$ cat src/rtl/spo_regs.vh
`ifndef SPO_REGS_VH
`define SPO_REGS_VH

// ----------------------------------------
// Register map (byte addresses)
// ----------------------------------------
`define SPO_ADDR_W 4
`define SPO_REG_CTRL 4'h0
`define SPO_REG_STATUS 4'h4
`define SPO_REG_DATA 4'h8

// ----------------------------------------
// Control register fields
// ----------------------------------------
`define SPO_CTRL_PMODE_LO 0
`define SPO_CTRL_PMODE_HI 2
`define SPO_CTRL_BUSY_EN 3
`define SPO_CTRL_RING 4
`define SPO_CTRL_HIGH_COUNT_EN 5
`define SPO_CTRL_RESET 6'h08

// Parity modes
`define SPO_PM_EVEN 3'h0
`define SPO_PM_ODD 3'h1
`define SPO_PM_OFF 3'h2
`define SPO_PM_EVEN_SUB 3'h3
`define SPO_PM_ODD_SUB 3'h4

// ----------------------------------------
// Character codes
// ----------------------------------------
`define SPO_CODE_START_MSG 8'h01
`define SPO_CODE_END_MSG 8'h03
`define SPO_CODE_SUBST 8'h40
`define SPO_CODE_ONES 8'hff

// ----------------------------------------
// Timing
// ----------------------------------------
`define SPO_CLK_MHZ 125
`define SPO_STROBE_US 5
`define SPO_HALF_CYC (`SPO_STROBE_US * `SPO_CLK_MHZ)
`define SPO_HALF_W 10
`define SPO_HOLD_MS 200
`define SPO_HOLD_CYC (`SPO_HOLD_MS * 1000 * `SPO_CLK_MHZ)
`define SPO_TMR_W 25

`endif

$ cat src/rtl/spo_output_flow.v
`timescale 1ns/1ns
`include "spo_regs.vh"

// Notes on behaviour
// RULE_01: Present char or substitute code, strobe printer, reset sequence, preset all ones.
// RULE_02: Compare register with codes 001 and 003, qualified by decode phase.
// RULE_03: Char done flag starts transfer; next rise pulses parity check into flag.
// RULE_04: Next fall sets first phase, putting register in parallel-load mode.
// RULE_05: On parity fault force code 100 octal, set flag, load it on rise.
// RULE_06: Next fall moves to second phase; data lines driven, decoders enabled.
// RULE_07: End decode needs end code and no flagged fault; start needs start code.
// RULE_08: Strobe active low while sys clock low, printer idle, busy option on.
// RULE_09: Busy during strobe lets pulse finish, then blocks strobes until idle.
// RULE_10: No strobe while end or start decode asserted.
// RULE_11: Both phases set, then char clear resets flag, parity, loads all ones.
// RULE_12: Direct mode end decode without fault sets pending; arms reverse channel.
// RULE_13: Ring mode high count also activates reverse channel.
// RULE_14: Activation starts 200 ms hold timer; its output clears pending latch.
// RULE_15: Release only after hold expiry and busy indication cleared.
// RULE_16: Release starts 200 ms re-arm timer blocking end decode activation.
// RULE_17: Data set stops sending while reverse channel is active.
// RULE_18: Parity fault flag stays set until next start-of-message character.
// RULE_19: Parity even, odd, off, or substitute-only even and odd.
// RULE_20: Both 200 ms timers are synchronous down-counters on clk.
module spo_output_flow #(
  parameter [`SPO_TMR_W-1:0] HOLD_CYC = `SPO_HOLD_CYC,
  parameter [`SPO_TMR_W-1:0] REARM_CYC = `SPO_HOLD_CYC
) (
  input wire clk,
  input wire rst,
  input wire [`SPO_ADDR_W-1:0] reg_addr,
  input wire [31:0] reg_wdata,
  input wire reg_wr,
  input wire reg_rd,
  output reg [31:0] reg_rdata_r,
  input wire char_valid,
  input wire [7:0] char_byte,
  output reg char_clear_r,
  input wire printer_busy_n,
  input wire buffer_high_count,
  input wire buffer_ge229,
  output reg [7:0] printer_data_r,
  output reg data_strobe_n_r,
  output reg reverse_channel_line_n_r
);

  // ----------------------------------------
  // Sequence states
  // ----------------------------------------
  localparam [2:0] ST_IDLE = 3'h0;
  localparam [2:0] ST_ARM = 3'h1;
  localparam [2:0] ST_PRE = 3'h2;
  localparam [2:0] ST_LOAD = 3'h3;
  localparam [2:0] ST_OUT = 3'h4;
  localparam [2:0] ST_BOTH = 3'h5;

  // ----------------------------------------
  // Functions
  // ----------------------------------------
  // Code compare, used for both control codes
  function code_hit;
    input [7:0] value;
    input [7:0] code;
    begin
      code_hit = (value == code);
    end
  endfunction

  // ----------------------------------------
  // Declarations
  // ----------------------------------------
  reg [5:0] ctrl_r;
  reg [2:0] state_r;
  reg [2:0] state_nxt;
  reg [7:0] shreg_r;
  reg char_done_flag_r;
  reg parity_flag_r;
  reg char_fault_r;
  reg [`SPO_HALF_W-1:0] half_cnt_r;
  reg sys_clk_r;
  reg strobe_block_r;
  reg pending_r;
  reg rc_r;
  reg rc_nxt;
  reg char_parity_fault;
  reg flag_fault;
  wire sys_wrap;
  wire sys_rise;
  wire sys_fall;
  wire [2:0] pmode;
  wire busy_en;
  wire ring_mode;
  wire high_count_en;
  wire printer_busy;
  wire ones_odd;
  wire parity_check_pulse;
  wire parallel_load_pulse;
  wire char_clear;
  wire phase1;
  wire decode_phase;
  wire end_msg_decode;
  wire start_msg_decode;
  wire strobe_ok;
  wire strobe_start;
  wire busy_ind;
  wire rc_set;
  wire rc_clr;
  wire [1:0] tmr_fire;
  wire [1:0] tmr_busy;
  wire hold_busy;
  wire rearm_busy;

  assign pmode = ctrl_r[`SPO_CTRL_PMODE_HI:`SPO_CTRL_PMODE_LO];
  assign busy_en = ctrl_r[`SPO_CTRL_BUSY_EN];
  assign ring_mode = ctrl_r[`SPO_CTRL_RING];
  assign high_count_en = ctrl_r[`SPO_CTRL_HIGH_COUNT_EN];
  assign printer_busy = ~printer_busy_n;

  // ----------------------------------------
  // Printer system clock
  // ----------------------------------------
  // Derived square wave; each half lasts the 5 us strobe width
  assign sys_wrap = (half_cnt_r == `SPO_HALF_CYC - 1);
  assign sys_rise = sys_wrap & ~sys_clk_r;
  assign sys_fall = sys_wrap & sys_clk_r;

  always @(posedge clk) begin
    if (rst) begin
      half_cnt_r <= {`SPO_HALF_W{1'b0}};
      sys_clk_r <= 1'b0;
    end else if (sys_wrap) begin
      half_cnt_r <= {`SPO_HALF_W{1'b0}};
      sys_clk_r <= ~sys_clk_r;
    end else begin
      half_cnt_r <= half_cnt_r + {{(`SPO_HALF_W-1){1'b0}}, 1'b1};
    end
  end

  // ----------------------------------------
  // Parity evaluation
  // ----------------------------------------
  // Substitute-only modes replace the char but never flag the message
  assign ones_odd = ^shreg_r;

  always @* begin
    char_parity_fault = 1'b0;
    flag_fault = 1'b0;
    case (pmode)
      `SPO_PM_EVEN: begin
        char_parity_fault = ones_odd; // [RULE_19]
        flag_fault = ones_odd;
      end
      `SPO_PM_ODD: begin
        char_parity_fault = ~ones_odd; // [RULE_19]
        flag_fault = ~ones_odd;
      end
      `SPO_PM_EVEN_SUB: begin
        char_parity_fault = ones_odd; // [RULE_19]
      end
      `SPO_PM_ODD_SUB: begin
        char_parity_fault = ~ones_odd; // [RULE_19]
      end
      default: begin
        char_parity_fault = 1'b0; // [RULE_19]
      end
    endcase
  end

  // ----------------------------------------
  // Transfer sequence
  // ----------------------------------------
  assign parity_check_pulse = (state_r == ST_ARM) & sys_rise; // [RULE_03]
  assign parallel_load_pulse = (state_r == ST_LOAD) & sys_rise & char_fault_r; // [RULE_05]
  assign char_clear = (state_r == ST_BOTH) & sys_rise; // [RULE_11]
  assign phase1 = (state_r == ST_LOAD) | (state_r == ST_BOTH);
  assign decode_phase = (state_r == ST_OUT) | (state_r == ST_BOTH);

  // Phase stepping on system clock edges: a rise, then three falls, then a rise
  always @* begin
    state_nxt = state_r;
    case (state_r)
      ST_IDLE: begin
        if (char_done_flag_r) begin
          state_nxt = ST_ARM; // [RULE_03]
        end
      end
      ST_ARM: begin
        if (sys_rise) begin
          state_nxt = ST_PRE;
        end
      end
      ST_PRE: begin
        if (sys_fall) begin
          state_nxt = ST_LOAD; // [RULE_04]
        end
      end
      ST_LOAD: begin
        if (sys_fall) begin
          state_nxt = ST_OUT; // [RULE_06]
        end
      end
      ST_OUT: begin
        if (sys_fall) begin
          state_nxt = ST_BOTH; // [RULE_11]
        end
      end
      ST_BOTH: begin
        if (sys_rise) begin
          state_nxt = ST_IDLE; // [RULE_01]
        end
      end
      default: begin
        state_nxt = ST_IDLE;
      end
    endcase
  end

  always @(posedge clk) begin
    if (rst) begin
      state_r <= ST_IDLE;
    end else begin
      state_r <= state_nxt;
    end
  end

  // Done flag; a new char is only accepted once the last one is cleared
  always @(posedge clk) begin
    if (rst) begin
      char_done_flag_r <= 1'b0;
    end else if (char_clear) begin
      char_done_flag_r <= 1'b0; // [RULE_11]
    end else if (char_valid && !char_done_flag_r) begin
      char_done_flag_r <= 1'b1; // [RULE_03]
    end
  end

  // Shift register: capture, substitute on fault, preset all ones on clear
  always @(posedge clk) begin
    if (rst) begin
      shreg_r <= `SPO_CODE_ONES;
    end else if (char_clear) begin
      shreg_r <= `SPO_CODE_ONES; // [RULE_01] [RULE_11]
    end else if (parallel_load_pulse && phase1) begin
      shreg_r <= `SPO_CODE_SUBST; // [RULE_05]
    end else if (char_valid && !char_done_flag_r) begin
      shreg_r <= char_byte;
    end
  end

  // Fault of the current char, caught by the parity check pulse
  always @(posedge clk) begin
    if (rst) begin
      char_fault_r <= 1'b0;
    end else if (char_clear) begin
      char_fault_r <= 1'b0; // [RULE_11]
    end else if (parity_check_pulse) begin
      char_fault_r <= char_parity_fault; // [RULE_03]
    end
  end

  // ----------------------------------------
  // Message parity flag
  // ----------------------------------------
  // Sticky across chars; set and start-code clear fall in different phases
  always @(posedge clk) begin
    if (rst) begin
      parity_flag_r <= 1'b0;
    end else if (parity_check_pulse && flag_fault) begin
      parity_flag_r <= 1'b1; // [RULE_03] [RULE_05] [RULE_18]
    end else if (start_msg_decode) begin
      parity_flag_r <= 1'b0; // [RULE_18]
    end
  end

  // ----------------------------------------
  // Control code decode
  // ----------------------------------------
  assign end_msg_decode = decode_phase & code_hit(shreg_r, `SPO_CODE_END_MSG) & ~parity_flag_r; // [RULE_02] [RULE_07]
  assign start_msg_decode = decode_phase & code_hit(shreg_r, `SPO_CODE_START_MSG); // [RULE_02] [RULE_07]

  // ----------------------------------------
  // Printer data and strobe
  // ----------------------------------------
  // Strobe may only start in the first cycle of the low half after entry
  assign strobe_ok = ~printer_busy & busy_en & ~strobe_block_r; // [RULE_08]
  assign strobe_start = (state_r == ST_OUT) & ~sys_clk_r & (half_cnt_r == {`SPO_HALF_W{1'b0}})
                        & strobe_ok & ~end_msg_decode & ~start_msg_decode; // [RULE_10]

  // Data lines settle on the entry edge, one cycle ahead of the strobe
  always @(posedge clk) begin
    if (rst) begin
      printer_data_r <= 8'h00;
    end else if ((decode_phase || (state_r == ST_LOAD && sys_fall)) && char_done_flag_r) begin
      printer_data_r <= shreg_r; // [RULE_06] [RULE_01]
    end else begin
      printer_data_r <= 8'h00;
    end
  end

  // Once started the pulse runs its full low half even if busy appears
  always @(posedge clk) begin
    if (rst) begin
      data_strobe_n_r <= 1'b1;
    end else if (strobe_start) begin
      data_strobe_n_r <= 1'b0; // [RULE_08]
    end else if (sys_rise) begin
      data_strobe_n_r <= 1'b1; // [RULE_09]
    end
  end

  // Busy seen during a strobe holds off every later strobe until it clears
  always @(posedge clk) begin
    if (rst) begin
      strobe_block_r <= 1'b0;
    end else if (!data_strobe_n_r && printer_busy) begin
      strobe_block_r <= 1'b1; // [RULE_09]
    end else if (!printer_busy) begin
      strobe_block_r <= 1'b0; // [RULE_09]
    end
  end

  always @(posedge clk) begin
    if (rst) begin
      char_clear_r <= 1'b0;
    end else begin
      char_clear_r <= char_clear; // [RULE_11]
    end
  end

  // ----------------------------------------
  // Reverse channel
  // ----------------------------------------
  // Pending is set by end decode; the hold timer clears it, set wins
  always @(posedge clk) begin
    if (rst) begin
      pending_r <= 1'b0;
    end else if (!ring_mode && end_msg_decode) begin
      pending_r <= 1'b1; // [RULE_12]
    end else if (hold_busy) begin
      pending_r <= 1'b0; // [RULE_14]
    end
  end

  assign busy_ind = ring_mode ? buffer_ge229 : printer_busy; // [RULE_15]
  assign rc_set = (~ring_mode & pending_r & ~rearm_busy) // [RULE_12] [RULE_16]
                  | (ring_mode & high_count_en & buffer_high_count); // [RULE_13]
  assign rc_clr = ~hold_busy & ~busy_ind; // [RULE_15]

  // Hold timer is already running in the first cycle the line is active
  always @* begin
    rc_nxt = rc_r;
    if (!rc_r) begin
      rc_nxt = rc_set;
    end else if (rc_clr) begin
      rc_nxt = 1'b0;
    end
  end

  // The data set relies on this line to stop sending
  always @(posedge clk) begin
    if (rst) begin
      rc_r <= 1'b0;
      reverse_channel_line_n_r <= 1'b1;
    end else begin
      rc_r <= rc_nxt;
      reverse_channel_line_n_r <= ~rc_nxt; // [RULE_17]
    end
  end

  // Index 0 holds the line on, index 1 blocks re-arming after release
  assign tmr_fire[0] = ~rc_r & rc_nxt; // [RULE_14]
  assign tmr_fire[1] = rc_r & ~rc_nxt; // [RULE_16]
  assign hold_busy = tmr_busy[0];
  assign rearm_busy = tmr_busy[1];

  genvar gi;
  generate
    for (gi = 0; gi < 2; gi = gi + 1) begin : g_tmr
      spo_oneshot #(
        .CYCLES(gi == 0 ? HOLD_CYC : REARM_CYC)
      ) u_tmr (
        .clk(clk),
        .rst(rst),
        .fire(tmr_fire[gi]), // [RULE_20]
        .busy(tmr_busy[gi])
      );
    end
  endgenerate

  // ----------------------------------------
  // Register port
  // ----------------------------------------
  always @(posedge clk) begin
    if (rst) begin
      ctrl_r <= `SPO_CTRL_RESET;
    end else if (reg_wr && reg_addr == `SPO_REG_CTRL) begin
      ctrl_r <= reg_wdata[5:0];
    end
  end

  // Read data stands only in the cycle after the strobe; unmapped reads zero
  always @(posedge clk) begin
    if (rst) begin
      reg_rdata_r <= 32'h0000_0000;
    end else if (reg_rd) begin
      case (reg_addr)
        `SPO_REG_CTRL: begin
          reg_rdata_r <= {26'h0, ctrl_r};
        end
        `SPO_REG_STATUS: begin
          reg_rdata_r <= {23'h0, strobe_block_r, rearm_busy, hold_busy, char_done_flag_r,
                          decode_phase, phase1, pending_r, rc_r, parity_flag_r};
        end
        `SPO_REG_DATA: begin
          reg_rdata_r <= {24'h0, shreg_r};
        end
        default: begin
          reg_rdata_r <= 32'h0000_0000;
        end
      endcase
    end else begin
      reg_rdata_r <= 32'h0000_0000;
    end
  end

endmodule

$ cat src/rtl/spo_oneshot.v
`timescale 1ns/1ns
`include "spo_regs.vh"

// Retriggerable down-counting one-shot; busy stays high for CYCLES clocks
module spo_oneshot #(
  parameter [`SPO_TMR_W-1:0] CYCLES = `SPO_HOLD_CYC
) (
  input wire clk,
  input wire rst,
  input wire fire,
  output wire busy
);

  reg [`SPO_TMR_W-1:0] count_r;

  // ----------------------------------------
  // Counter
  // ----------------------------------------
  // Synchronous counter instead of an RC one-shot, so the interval is exact
  always @(posedge clk) begin
    if (rst) begin
      count_r <= {`SPO_TMR_W{1'b0}};
    end else if (fire) begin
      count_r <= CYCLES;
    end else if (count_r != {`SPO_TMR_W{1'b0}}) begin
      count_r <= count_r - {{(`SPO_TMR_W-1){1'b0}}, 1'b1};
    end
  end

  assign busy = (count_r != {`SPO_TMR_W{1'b0}});

endmodule

$ cat config.mk
export PLATFORM = sky130hd
export DESIGN_NAME = spo_output_flow
export DESIGN_NICKNAME = d
export VERILOG_FILES = /design/src/rtl/spo_output_flow.v /design/src/rtl/spo_oneshot.v
export VERILOG_INCLUDE_DIRS = /design/src /design/src/rtl
export SDC_FILE = /design/constraint.sdc
export NUM_CORES = 1
export LEC_CHECK = 0
export BUFFER_PORTS_ARGS = -buffer_cell sky130_fd_sc_hd__buf_2
export CAP_MARGIN = 20
export CELL_PAD_IN_SITES_DETAIL_PLACEMENT = 1
export CELL_PAD_IN_SITES_GLOBAL_PLACEMENT = 1
export CORE_MARGIN = 10
export CORE_UTILIZATION = 25
export CTS_CLUSTER_DIAMETER = 30
export DETAILED_ROUTE_END_ITERATION = 12
export GPL_TIMING_DRIVEN = 0
export PLACE_DENSITY = 0.59
export SKIP_CTS_REPAIR_TIMING = 1
export SLEW_MARGIN = 5
export SYNTH_ARGS = -nofsm -noshare
export SYNTH_HDL_FRONTEND = slang
export SYNTH_HIERARCHICAL = 1
export SYNTH_SLANG_ARGS = --single-unit
$ cat constraint.sdc
create_clock -name clk -period 7.85 [get_ports clk]
set_input_delay 0.785 -clock clk [delete_from_list [all_inputs] [get_ports clk]]
set_output_delay 0.785 -clock clk [all_outputs]
set_load 0.02 [all_outputs]
### Word level (Yosys, flattened, before mapping)

Cells that the tools add are included.

* mux-type cells: 27
* add/sub/neg operators: 3
* bitwise gates (word level): 41
* reductions and logical operators: 36
* eq/ne operators: 19

Operators with widths (count)
* 25-bit 2-to-1 mux: 4
* 25-bit nonzero test: 2
* 25-bit by 1-bit subtractor with 25-bit output, second input constant: 2
* 9-bit one-hot mux with 3 select lines: 1
* 1-bit AND: 23
* 3-bit 2-to-1 mux: 6
* 3-bit one-hot mux with 6 select lines: 1
* 8-bit 2-to-1 mux: 2
* 2-bit OR reduction: 8
* 1-bit NOT: 15
* 2-bit nonzero test: 7
* 2-bit inequality test, second input constant: 6
* 1-bit 2-to-1 mux: 11
* 10-bit by 1-bit adder with 10-bit output, second input constant: 1
* 10-bit == test, second input constant: 1
* 10-bit zero test: 1
* 3-bit by 2-bit == test with 1-bit output, second input constant: 3
* 3-bit == test, second input constant: 3
* 8-bit by 1-bit == test with 1-bit output, second input constant: 1
* 8-bit by 2-bit == test with 1-bit output, second input constant: 1
* 1-bit logical AND: 8
* 8-bit parity: 1
* 3-bit by 1-bit == test with 1-bit output, second input constant: 2
* 3-bit zero test: 2
* other kinds (9): 14

* flip-flop bits (word level): 127
* input bits: 52
* logic and storage cells: 147

### Depth between registers and ports, before layout

* depth after elaboration: 9
* depth in mapped cells: 14
* gate-level depth less buffers: 12

### Modules after synthesis

The synthesis kept the hierarchy.

Modules (own cells, without submodules)
* spo_oneshot: instances 2, area each 1277.5 µm², cells an instance 146, sequential area each 500.5 µm²
* spo_output_flow: instances 1, area each 2528.7 µm², cells an instance 283, sequential area each 1081.0 µm²

### Least setup slack after synthesis

OpenSTA, ideal clock, no wires.

* path type: flip-flop to flip-flop
* start: register g_tmr[1].u_tmr.count_r[0]
* end: register g_tmr[0].u_tmr.count_r[20]
* setup slack: 5.064 ns
* clock period less this slack: 2.786 ns
* arrival time: 2.701 ns
* library setup time: 0.086 ns
* buffers on the path: 2
* stages on the path, launching flop included: 15
* required time: 7.764 ns
* path through: dfxtp_1 -> inv_1 -> ha_1 -> nor4b_1 -> nand3_1 -> nor2_2 -> inv_1 -> nor3b_1 -> a31oi_1 -> nor2_1 -> clkbuf_1 -> inv_1 -> clkbuf_1 -> and3_1 -> a211oi_1

* word-level cells in the longest chain between the ends: 7
* elaborated cells between the ends (all ways): 8
* classes of those cells: mux (2); bitwise (4); reduce/logical (2)

Ends and longest elaborated chain
* start, declared: RTL line spo_oneshot.v:14 `` reg [`SPO_TMR_W-1:0] count_r; ``
* start signal, assigned: RTL line spo_oneshot.v:22 `` count_r <= {`SPO_TMR_W{1'b0}}; ``
* start signal, assigned: RTL line spo_oneshot.v:26 `` count_r <= count_r - {{(`SPO_TMR_W-1){1'b0}}, 1'b1}; ``
* 25-bit nonzero test *: RTL line spo_oneshot.v:30 `` assign busy = (count_r != {`SPO_TMR_W{1'b0}}); ``
* net rearm_busy: RTL line spo_output_flow.v:111 `wire rearm_busy;`
* 1-bit NOT *: RTL line spo_output_flow.v:345 `assign rc_set = (~ring_mode & pending_r & ~rearm_busy)`
* 1-bit AND *: RTL line spo_output_flow.v:345
* 1-bit OR *: RTL line spo_output_flow.v:346 `| (ring_mode & high_count_en & buffer_high_count);`
* 1-bit 2-to-1 mux *: RTL line spo_output_flow.v:352 `if (!rc_r) begin`
* 1-bit AND *: RTL line spo_output_flow.v:371 `assign tmr_fire[0] = ~rc_r & rc_nxt;`
* net tmr_fire[0]: RTL line spo_output_flow.v:108 `wire [1:0] tmr_fire;`
* 25-bit 2-to-1 mux or 2-bit nonzero test (tied branches)
* end signal, assigned: RTL line spo_oneshot.v:22
* end signal, assigned: RTL line spo_oneshot.v:26
* end, declared: RTL line spo_oneshot.v:14

Mark *: on every way through the listed nets, which the timed path passes. The rest lies on a longest branch.
A chain may end at the register's enable or synchronous reset.

### Worst setup path in the final report

* start: register g_tmr[1].u_tmr.count_r[0]
* end: register g_tmr[0].u_tmr.count_r[0]

* word-level cells in the longest chain between the ends: 7

Ends and longest elaborated chain (RTL line)
* 25-bit nonzero test: spo_oneshot.v:30
* net rearm_busy: spo_output_flow.v:111
* 1-bit NOT: spo_output_flow.v:345
* 1-bit AND: spo_output_flow.v:345
* 1-bit OR: spo_output_flow.v:346
* 1-bit 2-to-1 mux: spo_output_flow.v:352
* 1-bit AND: spo_output_flow.v:371
* net tmr_fire[0]: spo_output_flow.v:108
* 2-bit OR reduction (no line)

The timed path passes the listed nets, and every way through them passes these cells.

==> metrics.txt <==
FFs w/ async S/R, synth=0%; CP Capture Type=flip-flop; Remaining DRCs=0; Finished Cell Area=0.00605 sq mm; gr ovfl total=0; DR WL/cell=15.4 um; crit path max fanout=10; Reg power frac=34.2%; layout cells sized above 1=around 17%; DR vias/cell=between 4 and 5; relative slew slack=34.7%; area growth from synthesis to layout=19.0%; Clock power frac=21.2%; met3 wire len=approximately 520 um; commonest non-fill, non-tap cells in the layout=dfxtp_1, nor2_1, buf_2; multi-input logic area=0.00271 sq mm; Post-synth EDFFs=0; RSZ-0062 raised after global routing=no; core area=0.0201 sq mm; final setup TNS=0 ns; 1st-iter DRT viols=174; Hold WC Path Type=reg2reg; io pins=between 90 and 100; clock root buffer=clkbuf_16; Vias=around 4,300; Met1 Wirelength=approximately 6.6 mm; Num Clock Sinks=104; register area=about 0.0021 sq mm; crit path DAT=about 4.0 ns; Placement Cell Area=0.00573 sq mm; final period utilization=47.8%; #FFs+latches synth=~100; CP startpoint kind=flip-flop; P_sw=about 1000 uW; Detailed Routing Iterations Pass 1=4; initial antenna violation count=0; Hold Fails Final Rpt=0; Hold Crit Depth=1; R2R depth=13; die width=163 um; n_diodes=0; post-route ant nets=0; Max Cap Viol=0; row count=52; # nets final=roughly 720; sw frac=42.6%; first-pass GRT wire length=24.0 mm; Avg Inst Size Synth=8.84 sq um; Layout fillers=2,356; Lkg Pwr=0.00246 uW; Post-Syn Area=0.00508 sq mm; min Tclk post-route=3.76 ns; Final Routed Wirelength=14.3 mm; CTS Buf Count=9; Worst-Skew Late Latency=0.35 ns; Reg2Reg Setup Slack=4.09 ns; gpl congestion=0.734; Crit Reg-Reg Endpoint=g_tmr[0].u_tmr/count_r[0]; skew final=0.0134 ns; commonest non-fill, non-tap cell in the layout=dfxtp_1; top layer in use=met4; combinational share of power=44.6%; die area=0.0264 sq mm; I/O Buffers=45; largest net degree at the start of global routing=18; hold path start=data_strobe_n_r; Post-Layout Cell Count=between 900 and 1,000; Min Hold Slack=0.467 ns; final setup fails=0; Worst Tran Pin Value=slightly below 1 ns; Core Util, Final=30.1%; ys flop type=dfxtp_1; power per cell area=389 mW/mm^2; Hold Path Sink=strobe_block_r; number of global-route vias before repair=4,650; CTS tree=yes; met2 routed WL=6.96 mm; Syn. warnings=6; CP Class=reg2reg; synth unique cells=61; Die Span Y=163 um; Cells after Synth=575; H-tree levels=3; Initial Util=25.3%; Peak supply drop=between 0.1 and 0.15 mV; placed cells=912; dpl hpwl=between 10 and 15 mm; P_int=about 1400 uW; Max Slew Vio Count=0; Max Fclk=0.266 GHz; status=finished clean; Req. time, crit path=8.06 ns; sequential fraction of the synthesis area=41.0%; Total GRT Usage=11.1%; Worst R2R Start=g_tmr[1].u_tmr/count_r[0]; Max Root-Sink Buffers=2; Reg clk slew, reported paths=about 0.07 ns
metrics by stage:
stage	total power [uW]	setup WS (ns)
final	2350	4.09
after global routing	2550	3.59
after CTS	2380	4.06
after detailed placement	1860	4.09
after global placement	1800	4.18
after floorplan	1600	5.06
how the worst max path moves through the flow:
stage / from / end / slack, ns / cells past startpoint
4_1_cts: g_tmr[1].u_tmr/count_r[0] / g_tmr[0].u_tmr/count_r[0] / 4.06 / 13
2_1_floorplan: g_tmr[1].u_tmr/count_r[0] / g_tmr[0].u_tmr/count_r[20] / 5.06 / 14
3_5_place_dp: g_tmr[0].u_tmr/count_r[0] / g_tmr[1].u_tmr/count_r[8] / 4.09 / 12
6_report: g_tmr[1].u_tmr/count_r[0] / g_tmr[0].u_tmr/count_r[0] / 4.09 / 13
5_1_grt: g_tmr[1].u_tmr/count_r[0] / g_tmr[0].u_tmr/count_r[9] / 3.59 / 13
3_3_place_gp: g_tmr[1].u_tmr/count_r[0] / g_tmr[0].u_tmr/count_r[8] / 4.18 / 13
routing by layer:
layer,GRT usage (%),vias up
met5,0,-
met4,3.24,0
met3,2.88,10
met2,18.4,54
met1,13.7,2107
li1,-,2164
final cells by class:
class | count | area share, %
buffer | 43 | 4.36
clock buffer | 11 | 3.85
timing repair buffer | 45 | 3.72
tap | 270 | 5.59
inverter | 29 | 1.80
sequential | 104 | 34.4
multi-input combinational | 421 | 44.8
clock inverter | 5 | 1.43
critical path, cell delays in order, from the launching register on:
cell and delay [ns]:
dfxtp_1 0.34, inv_1 0.12, ha_1 0.16, nor4b_1 0.51, nand3_1 0.44, nor2_2 0.31
inv_1 0.16, nor3b_1 0.20, a31oi_1 0.09, nor2_1 0.12, clkbuf_1 0.37, or2_2 0.24
clkbuf_1 0.44, nor2_1 0.10
cells in the mapped netlist, drive strengths merged (2+ instances only):
master,n,area [sq um]
nand2,17,63.8
xnor2,13,114
nor3,18,110
clkbuf,16,60.1
or4,8,67.6
a21oi,32,164
o41ai,2,17.5
nand3,11,65.1
nor3b,7,75.1
a22oi,5,37.5
buf,27,204
dfxtp,104,2080
a211oi,18,135
nand3b,6,45.0
nand4,6,37.5
mux2,6,67.6
inv,29,109
nor4,15,113
o211ai,7,52.6
nand2b,8,50.1
mux2i,9,90.1
ha,11,138
or2,5,31.3
o21ai,23,115
nor4b,6,58.8
nand4b,2,17.5
o21a,2,15.0
o31ai,4,30.0
nor2b,6,37.5
and2,8,50.1
and4,7,61.3
a32oi,2,17.5
and3,9,56.3
a41o,4,40.0
or3,7,43.8
nor2,78,298
xor2,19,166
a31oi,8,56.3
kinds of logic after synthesis:
logic type / Yosys count / share of synthesized area [%]
flip-flops: 104 / 41.0
multiplexers: 15 / 3.10
AO/OA/AOI/OAI: 113 / 14.4
other: 1 / 0.0738
buffers and inverters: 72 / 7.33
XOR/XNOR: 32 / 5.51
AND/OR/NAND/NOR: 226 / 25.7
adder cells (fa/ha/maj): 12 / 2.90
state kept, by name, indices dropped and copies added, names as in the netlist, 3 cells and up:
| register | count |
|---|---|
| shreg_r | 8 |
| printer_data_r | 8 |
| half_cnt_r | 10 |
| ctrl_r | 6 |
| state_r | 3 |
| g_tmr.u_tmr/count_r | 50 |
| reg_rdata_r | 9 |
power groups by stage:
| stage | logic [uW] | clock network, uW | registers (uW) |
|---|---|---|---|
| 3_3_place_gp | 1000 | 0 | 803 |
| 6_report | 1050 | 497 | 805 |
| 4_1_cts | 1060 | 516 | 803 |
| 2_1_floorplan | 824 | 0 | 775 |
| 5_1_grt | 1190 | 533 | 828 |
| 3_5_place_dp | 1050 | 0 | 812 |
Power figures use the tool's default switching activity.
